$ cat src/hw/optbyte_pkg.sv
// Constants for the clock option byte and trim access block
package optbyte_pkg;

  // ************************************************************
  // Register indices (byte address is four times the index)
  // ************************************************************
  localparam logic [13:0] IDX_OPTION = 14'h0001;
  localparam logic [13:0] IDX_TRIM_INDEX = 14'h0ff6;
  localparam logic [13:0] IDX_TRIM_VALUE = 14'h0ff7;
  localparam logic [13:0] IDX_CTRL = 14'h0100;
  localparam logic [13:0] IDX_STATUS = 14'h0101;

  // ************************************************************
  // Option byte fields
  // ************************************************************
  localparam int OPT_WAIT_HI = 7;
  localparam int OPT_WAIT_LO = 6;
  localparam int OPT_GUARD = 5;
  localparam int OPT_PRI_OFF = 4;
  localparam int OPT_SEC_KIND = 1;
  localparam int OPT_SEC_OFF = 0;

  // ************************************************************
  // Control and status fields
  // ************************************************************
  localparam int CTRL_SYS_XTAL = 0;
  localparam int CTRL_PER_SEC = 1;
  localparam int ST_DONE = 0;
  localparam int ST_PRI_ON = 1;
  localparam int ST_SEC_ON = 2;
  localparam int ST_BLOCK = 3;

  // ************************************************************
  // Trim window
  // ************************************************************
  localparam int TRIM_DEPTH = 32;
  localparam logic [7:0] TRIM_LAST = 8'h1f;
  localparam logic [7:0] INFO_BASE = 8'h20;
  localparam logic [7:0] TRIM_INDEX_RST = 8'h00;
  localparam logic [7:0] TRIM_VALUE_RST = 8'h00;

  // ************************************************************
  // Crystal wait counts, in oscillator ticks
  // ************************************************************
  localparam int WAIT_SEL0 = 500;
  localparam int WAIT_SEL1 = 1000;
  localparam int WAIT_SEL2 = 5000;
  localparam int WAIT_SEL3 = 10000;

  // ************************************************************
  // Bus answers
  // ************************************************************
  localparam logic [1:0] RESP_OKAY = 2'h0;
  localparam logic [1:0] RESP_SLVERR = 2'h2;

endpackage : optbyte_pkg

$ cat src/hw/option_byte_trim_access.sv
// Clock option byte loader, reset wait and trim register window
`timescale 1ns/100ps

module option_byte_trim_access #(
  parameter int WAIT0 = optbyte_pkg::WAIT_SEL0,
  parameter int WAIT1 = optbyte_pkg::WAIT_SEL1,
  parameter int WAIT2 = optbyte_pkg::WAIT_SEL2,
  parameter int WAIT3 = optbyte_pkg::WAIT_SEL3
) (
  // Clock, reset and enable
  input wire logic aclk,
  input wire logic aresetn,
  input wire logic aclken,
  // Write address and data
  input wire logic [15:0] s_axi_awaddr,
  input wire logic s_axi_awvalid,
  output logic s_axi_awready,
  input wire logic [31:0] s_axi_wdata,
  input wire logic [3:0] s_axi_wstrb,
  input wire logic s_axi_wvalid,
  output logic s_axi_wready,
  // Write response
  output logic [1:0] s_axi_bresp,
  output logic s_axi_bvalid,
  input wire logic s_axi_bready,
  // Read address and data
  input wire logic [15:0] s_axi_araddr,
  input wire logic s_axi_arvalid,
  output logic s_axi_arready,
  output logic [31:0] s_axi_rdata,
  output logic [1:0] s_axi_rresp,
  output logic s_axi_rvalid,
  input wire logic s_axi_rready,
  // Stored option byte and system inputs
  input wire logic [7:0] option_byte_stored,
  input wire logic ipo_tick,
  input wire logic lowvolt_detect,
  // Option byte programming request
  output logic option_prog_strobe,
  output logic [7:0] option_prog_data,
  // Clock and reset control outputs
  output logic cpu_release,
  output logic primary_osc_en,
  output logic secondary_osc_en,
  output logic secondary_osc_kind,
  output logic sysclk_from_crystal,
  output logic periph_clk_secondary,
  output logic flash_write_block,
  // Mapped information address of the trim window
  output logic [7:0] info_addr
);

  // ************************************************************
  // State
  // ************************************************************
  typedef enum logic [2:0] {
    S_LOAD = 3'b001,
    S_WAIT = 3'b010,
    S_RUN = 3'b100
  } seq_t;

  typedef struct packed {
    seq_t seq;                        // Reset sequence step
    logic [7:0] opt;                  // Latched option byte
    logic [1:0] ctrl;                 // Clock select control
    logic [7:0] tidx;                 // Trim index
    logic [31:0][7:0] tmem;           // Working trim bytes
    logic [13:0] wcnt;                // Crystal wait counter
    logic aw_rdy;
    logic ar_rdy;
    logic bvalid;
    logic [1:0] bresp;
    logic rvalid;
    logic [1:0] rresp;
    logic [31:0] rdata;
    logic prog_stb;
    logic [7:0] prog_data;
    logic run;
    logic pri_en;
    logic sec_en;
    logic sec_kind;
    logic sys_xtal;
    logic per_sec;
    logic wr_block;
    logic [7:0] info;
  } state_t;

  state_t q;       // Registered state
  state_t next_q;  // Next state

  // ************************************************************
  // Helpers
  // ************************************************************
  // Wait length for a count select
  function automatic logic [13:0] wait_len(input logic [1:0] sel);
    logic [13:0] n;
    n = 14'(WAIT0);
    unique case (sel)
      2'b00: n = 14'(WAIT0);
      2'b01: n = 14'(WAIT1);
      2'b10: n = 14'(WAIT2);
      2'b11: n = 14'(WAIT3);
    endcase
    return n;
  endfunction : wait_len

  // Status word from current state
  function automatic logic [31:0] status_word(input state_t s);
    logic [31:0] w;
    w = 32'h0000_0000;
    w[optbyte_pkg::ST_DONE] = s.run;
    w[optbyte_pkg::ST_PRI_ON] = s.pri_en;
    w[optbyte_pkg::ST_SEC_ON] = s.sec_en;
    w[optbyte_pkg::ST_BLOCK] = s.wr_block;
    return w;
  endfunction : status_word

  logic [13:0] widx;      // Write word index
  logic [13:0] ridx;      // Read word index
  logic tidx_ok;          // Trim index inside window
  logic guard_hit;        // Flash writes blocked now

  assign widx = s_axi_awaddr[15:2];
  assign ridx = s_axi_araddr[15:2];
  assign tidx_ok = (q.tidx <= optbyte_pkg::TRIM_LAST);
  assign guard_hit = q.opt[optbyte_pkg::OPT_GUARD] & lowvolt_detect;

  // ************************************************************
  // Next-state logic
  // ************************************************************
  always_comb begin
    next_q = q;
    next_q.prog_stb = 1'b0;

    // Reset sequence
    unique case (q.seq)
      S_LOAD: begin
        next_q.opt = option_byte_stored;
        next_q.wcnt = 14'h0000;
        if (option_byte_stored[optbyte_pkg::OPT_PRI_OFF]) begin
          next_q.seq = S_RUN;
          next_q.run = 1'b1;
        end else begin
          next_q.seq = S_WAIT;
        end
      end
      S_WAIT: begin
        if (ipo_tick) begin
          if (q.wcnt == wait_len(q.opt[7:6]) - 14'h0001) begin
            next_q.seq = S_RUN;
            next_q.run = 1'b1;
          end else begin
            next_q.wcnt = q.wcnt + 14'h0001;
          end
        end
      end
      S_RUN: begin
        // Processor running
        next_q.run = 1'b1;
      end
    endcase

    next_q.pri_en = ~next_q.opt[optbyte_pkg::OPT_PRI_OFF];
    next_q.sec_en = ~next_q.opt[optbyte_pkg::OPT_SEC_OFF];
    next_q.sec_kind = next_q.opt[optbyte_pkg::OPT_SEC_KIND];
    next_q.wr_block = next_q.opt[optbyte_pkg::OPT_GUARD] & lowvolt_detect;
    next_q.info = q.tidx + optbyte_pkg::INFO_BASE;

    // Write address and data taken together
    if (q.aw_rdy) begin
      next_q.aw_rdy = 1'b0;
      next_q.bvalid = 1'b1;
      next_q.bresp = optbyte_pkg::RESP_OKAY;
      if (s_axi_wstrb[0]) begin
        unique case (widx)
          optbyte_pkg::IDX_OPTION: begin
            if (guard_hit) begin
              next_q.bresp = optbyte_pkg::RESP_SLVERR;
            end else begin
              next_q.prog_stb = 1'b1;
              next_q.prog_data = s_axi_wdata[7:0];
            end
          end
          optbyte_pkg::IDX_TRIM_INDEX: begin
            next_q.tidx = s_axi_wdata[7:0];
            next_q.info = s_axi_wdata[7:0] + optbyte_pkg::INFO_BASE;
          end
          optbyte_pkg::IDX_TRIM_VALUE: begin
            if (tidx_ok) begin
              next_q.tmem[q.tidx[4:0]] = s_axi_wdata[7:0];
            end
          end
          optbyte_pkg::IDX_CTRL: begin
            next_q.ctrl = s_axi_wdata[1:0];
          end
          optbyte_pkg::IDX_STATUS: begin
            // Status is read only
          end
          default: begin
            next_q.bresp = optbyte_pkg::RESP_SLVERR;
          end
        endcase
      end
    end else if (s_axi_awvalid && s_axi_wvalid && !q.bvalid) begin
      next_q.aw_rdy = 1'b1;
    end

    // Write response retires
    if (q.bvalid && s_axi_bready) begin
      next_q.bvalid = 1'b0;
    end

    // Read address taken
    if (q.ar_rdy) begin
      next_q.ar_rdy = 1'b0;
      next_q.rvalid = 1'b1;
      next_q.rresp = optbyte_pkg::RESP_OKAY;
      next_q.rdata = 32'h0000_0000;
      unique case (ridx)
        optbyte_pkg::IDX_OPTION: begin
          next_q.rdata[7:0] = q.opt;
        end
        optbyte_pkg::IDX_TRIM_INDEX: begin
          next_q.rdata[7:0] = q.tidx;
        end
        optbyte_pkg::IDX_TRIM_VALUE: begin
          if (tidx_ok) begin
            next_q.rdata[7:0] = q.tmem[q.tidx[4:0]];
          end
        end
        optbyte_pkg::IDX_CTRL: begin
          next_q.rdata[1:0] = q.ctrl;
        end
        optbyte_pkg::IDX_STATUS: begin
          next_q.rdata = status_word(q);
        end
        default: begin
          next_q.rresp = optbyte_pkg::RESP_SLVERR;
        end
      endcase
    end else if (s_axi_arvalid && !q.rvalid) begin
      next_q.ar_rdy = 1'b1;
    end

    // Read data retires
    if (q.rvalid && s_axi_rready) begin
      next_q.rvalid = 1'b0;
    end

    // crystal as system clock only by control
    next_q.sys_xtal = next_q.run & next_q.ctrl[optbyte_pkg::CTRL_SYS_XTAL];
    next_q.per_sec = next_q.run & next_q.ctrl[optbyte_pkg::CTRL_PER_SEC];
    // Selected crystals stay running
    if (next_q.sys_xtal) begin
      next_q.pri_en = 1'b1;
    end
    if (next_q.per_sec) begin
      next_q.sec_en = 1'b1;
    end
  end

  // ************************************************************
  // State register
  // ************************************************************
  always_ff @(posedge aclk) begin
    if (!aresetn) begin
      q <= '0;
      q.seq <= S_LOAD;
      q.tidx <= optbyte_pkg::TRIM_INDEX_RST;
      q.info <= optbyte_pkg::INFO_BASE;
      // Oscillators run until the byte is read
      q.pri_en <= 1'b1;
      q.sec_en <= 1'b1;
    end else if (aclken) begin
      q <= next_q;
    end
  end

  // ************************************************************
  // Outputs
  // ************************************************************
  assign s_axi_awready = q.aw_rdy;
  assign s_axi_wready = q.aw_rdy;
  assign s_axi_bresp = q.bresp;
  assign s_axi_bvalid = q.bvalid;
  assign s_axi_arready = q.ar_rdy;
  assign s_axi_rdata = q.rdata;
  assign s_axi_rresp = q.rresp;
  assign s_axi_rvalid = q.rvalid;
  assign option_prog_strobe = q.prog_stb;
  assign option_prog_data = q.prog_data;
  assign cpu_release = q.run;
  assign primary_osc_en = q.pri_en;
  assign secondary_osc_en = q.sec_en;
  assign secondary_osc_kind = q.sec_kind;
  assign sysclk_from_crystal = q.sys_xtal;
  assign periph_clk_secondary = q.per_sec;
  assign flash_write_block = q.wr_block;
  assign info_addr = q.info;

endmodule : option_byte_trim_access

$ cat config.mk
export PLATFORM = sky130hd
export DESIGN_NAME = option_byte_trim_access
export DESIGN_NICKNAME = d
export VERILOG_FILES = /design/src/hw/optbyte_pkg.sv /design/src/hw/option_byte_trim_access.sv
export SDC_FILE = /design/constraint.sdc
export NUM_CORES = 1
export LEC_CHECK = 0
export BUFFER_PORTS_ARGS = -buffer_cell sky130_fd_sc_hd__buf_4
export CAP_MARGIN = 20
export CORE_ASPECT_RATIO = 1.1
export CORE_UTILIZATION = 60
export DETAILED_ROUTE_END_ITERATION = 16
export GPL_TIMING_DRIVEN = 0
export PLACE_DENSITY_LB_ADDON = 0.12
export SETUP_SLACK_MARGIN = 0.02
export SYNTH_ARGS = -nofsm -noshare
export SYNTH_HDL_FRONTEND = slang
export SYNTH_SLANG_ARGS = --single-unit
$ cat constraint.sdc
create_clock -name aclk -period 3.1 [get_ports aclk]
set_clock_uncertainty 0.1 [all_clocks]
set_input_delay 0.465 -clock aclk [delete_from_list [all_inputs] [get_ports aclk]]
set_output_delay 0.465 -clock aclk [all_outputs]
set_load 0.01 [all_outputs]
==> impl_metrics.json <==
{
  "status": "finished, final reports clean",
  "yosysWarnings": 0,
  "netlist_top_cells_area": "dfxtp_1, mux2i_1, nand2_1",
  "seq_power_share_pct": 48.1,
  "cp_top_family": "buffers and inverters",
  "place_area_mm2": 0.0168,
  "timing.critical_path.slowest_cell_delay_ns": 0.52,
  "path_cells": "buf_2, buf_2, buf_2, mux2i_1, o22ai_1, a32oi_1, nand4b_1, a21o_1",
  "setup_viol": 0,
  "yosysUniqueCellTypes": 83,
  "rsz0062_at_grt": "false",
  "path_class": "reg2reg",
  "grt_pass1_wl_um": 74200,
  "reg2reg_slack_ns": 0.01,
  "antenna_found_initial": 0,
  "vias": 12800,
  "netlist_instances": 1583,
  "slew_headroom_pct": 23.4,
  "drv_cap": 0,
  "clock_power_share_pct": 45.7,
  "cp_slowest_cell": "buf_2",
  "ios": 151,
  "grt_max_degree": 14,
  "ys_dominant_reg_cell": "dfxtp_1",
  "row_count": 61,
  "die_x_um": 156,
  "yosysSeqAreaShare_pct": 42.1,
  "drc": 0,
  "cts_max_level": 2,
  "vdd_ir_drop_max_uv": 525,
  "synth_top_area_cell": "dfxtp_1",
  "crit_fanout": 10,
  "root_buffer": "clkbuf_16",
  "ys_ff_latch": 328,
  "crit_start": "q[335]",
  "syn2layout_area_growth_pct": 14.9,
  "tns_ns": 0,
  "p_sw_w": 0.00210,
  "final_nets": 1830,
  "drtPass1Iterations": 5,
  "p_int_w": 0.00678,
  "drive_gt1_share_pct": 19.1,
  "gr-usage-met2_pct": 61.8,
  "r2r-end": "s_axi_rdata[0]",
  "layout_min_cycle_time_ns": 3.09,
  "crit_top_cell": "buf_2",
  "numCtsBuffers": 35,
  "grt_usage_pct": 37.7,
  "switching_share_pct": 23.7,
  "fmax_mhz": 324,
  "synth_edf_count": 0,
  "reg2regPathDepth": 8,
  "postCtsSetupRepairBufs": 0,
  "hold_start": "s_axi_bready",
  "fp.coreArea_mm2": 0.0254,
  "syn_area_mm2": 0.0156,
  "endpoint": "s_axi_rdata[0]",
  "p_leak_nw": 6.81,
  "path_clk_slew_ns": 0.06,
  "overflow": 0,
  "fin_crit_sh_pct": 99.6,
  "n_antenna_cell": 0,
  "grt_pass1_vias": 12500,
  "synth_top_area_share_pct": 42.1,
  "pwr-share-comb_pct": 6.2,
  "cts_tree": "built",
  "hold_viol": 0,
  "cts_resized": 0,
  "cp.required_ns": 3.40,
  "cp_num_cells": 8,
  "cts_max_path_buffers": 3,
  "path_buf_inv": 3,
  "hpwl_um": 35700,
  "maxSlewViolCount": 0,
  "design_area_mm2": 0.0179,
  "synth.most_common_cell": "nand2_1",
  "power.density_mw_per_mm2": 496,
  "initial_core_util_pct": 61.3,
  "startpoint_type": "flip-flop",
  "clk_latency_ns": 0.53,
  "place_congestion": 1.01,
  "io_buffers": 90,
  "arrival_ns": 3.39,
  "timing.hold.ws_ns": 0.0547,
  "drt.antenna.violating_nets": 0,
  "async_flop_share_pct": 0,
  "fp.dieH_um": 171,
  "grt_util_met1_pct": 45.8,
  "tightest_slew_ns": 1.15,
  "reg2reg_from": "q[335]",
  "cts_hold_buf": 0,
  "hp-class": "in2reg",
  "via_per_inst": 6.09,
  "critPathCaptureType": "flip-flop",
  "wire_per_inst_um": 23.8,
  "dieArea_mm2": 0.0266,
  "avgSynthCellArea_um2": 9.85,
  "wirelength_um": 50000,
  "cts.sinks": 328,
  "grtUsageMet3_pct": 6.76,
  "drtIter0Drc": 1120,
  "busiest_layer": "met2",
  "synth_common_cells": "nand2_1, dfxtp_1, mux2i_1"
}
==> power groups by stage <==
stage | clock [W] | sequential [W] | combinational (W)
after global routing | 0.00425 | 0.00427 | 0.000584
after global placement | 0 | 0.00436 | 0.000531
after detailed placement | 0 | 0.00436 | 0.000537
final | 0.00406 | 0.00427 | 0.000551
after CTS | 0.00408 | 0.00427 | 0.000539
after floorplan | 0 | 0.00436 | 0.000308
==> through the flow <==
stage               cells  total power [W]  util, %  setup WS, ns
detailed placement   2044          0.00490     66.1        0.0437
finish               2104          0.00889     70.4        0.0136
global route         2104          0.00911     70.4        0.0492
global placement     2044          0.00490     66.1        0.0543
floorplan            1608          0.00467        -         0.800
CTS                  2104          0.00889     70.4        0.0247
==> kinds of logic (layout without fill, tap and decap cells) <==
logic type	Yosys count	in the layout	share of synthesized area, %
mux	364	364	27.3
simple gates	544	544	16.6
buf+inv	176	326	5.71
xor+xnor	6	6	0.337
fa+ha+maj	9	9	0.722
flops	328	328	42.1
compound gates	155	155	7.09
other cells	1	26	0.0241
==> worst min-delay path by stage <==
stage | end | slack (ns) | cells past startpoint
after CTS | s_axi_bvalid | 0.05 | 2
after detailed placement | q[194] | 0.35 | 2
after global routing | s_axi_bvalid | 0.05 | 2
final | s_axi_bvalid | 0.05 | 2
after global placement | q[230] | 0.34 | 2
after floorplan | q[230] | 0.33 | 2
==> layout make-up <==
type | instances | area [µm²]
multi-input cells | 1104 | 8230
fillers | 1997 | 7510
flip-flops and latches | 328 | 6570
clock buffers | 52 | 1050
plain buffers | 169 | 866
repair buffers | 90 | 676
well taps | 346 | 433
clock inverters | 8 | 61.3
inverters | 7 | 26.3
==> cells in the final DEF (no fill, tap or decap), types with 7 or more instances in the layout <==
master	n
o31ai_1	10
nor3_1	10
o22ai_1	7
or3_1	8
nand3b_1	7
nor2_2	21
nand2_1	348
a22oi_1	14
dfxtp_1	328
mux4_2	49
nor4_1	8
nand2b_1	7
nand3_1	27
or4_1	7
clkbuf_8	9
nand4_1	10
buf_2	22
clkbuf_1	96
a31oi_1	10
mux2i_1	310
clkbuf_16	36
ha_1	9
a211oi_1	7
buf_4	143
nor2_1	31
o21ai_0	13
conb_1	26
a21oi_1	43
==> state kept, by name (all words and copies together), names as in the netlist, 8 cells and up <==
signal / cells
q: 291
info_addr: 8
option_prog_data: 8
s_axi_rdata: 8
==> layer usage <==
metal / up-vias / share of wire, %
met5: - / 0
met4: 0 / 7.0
met3: 182 / 8.4
met2: 669 / 46
met1: 6111 / 39
li1: 5842 / -
No activity file was read; power rests on OpenSTA's default activity.
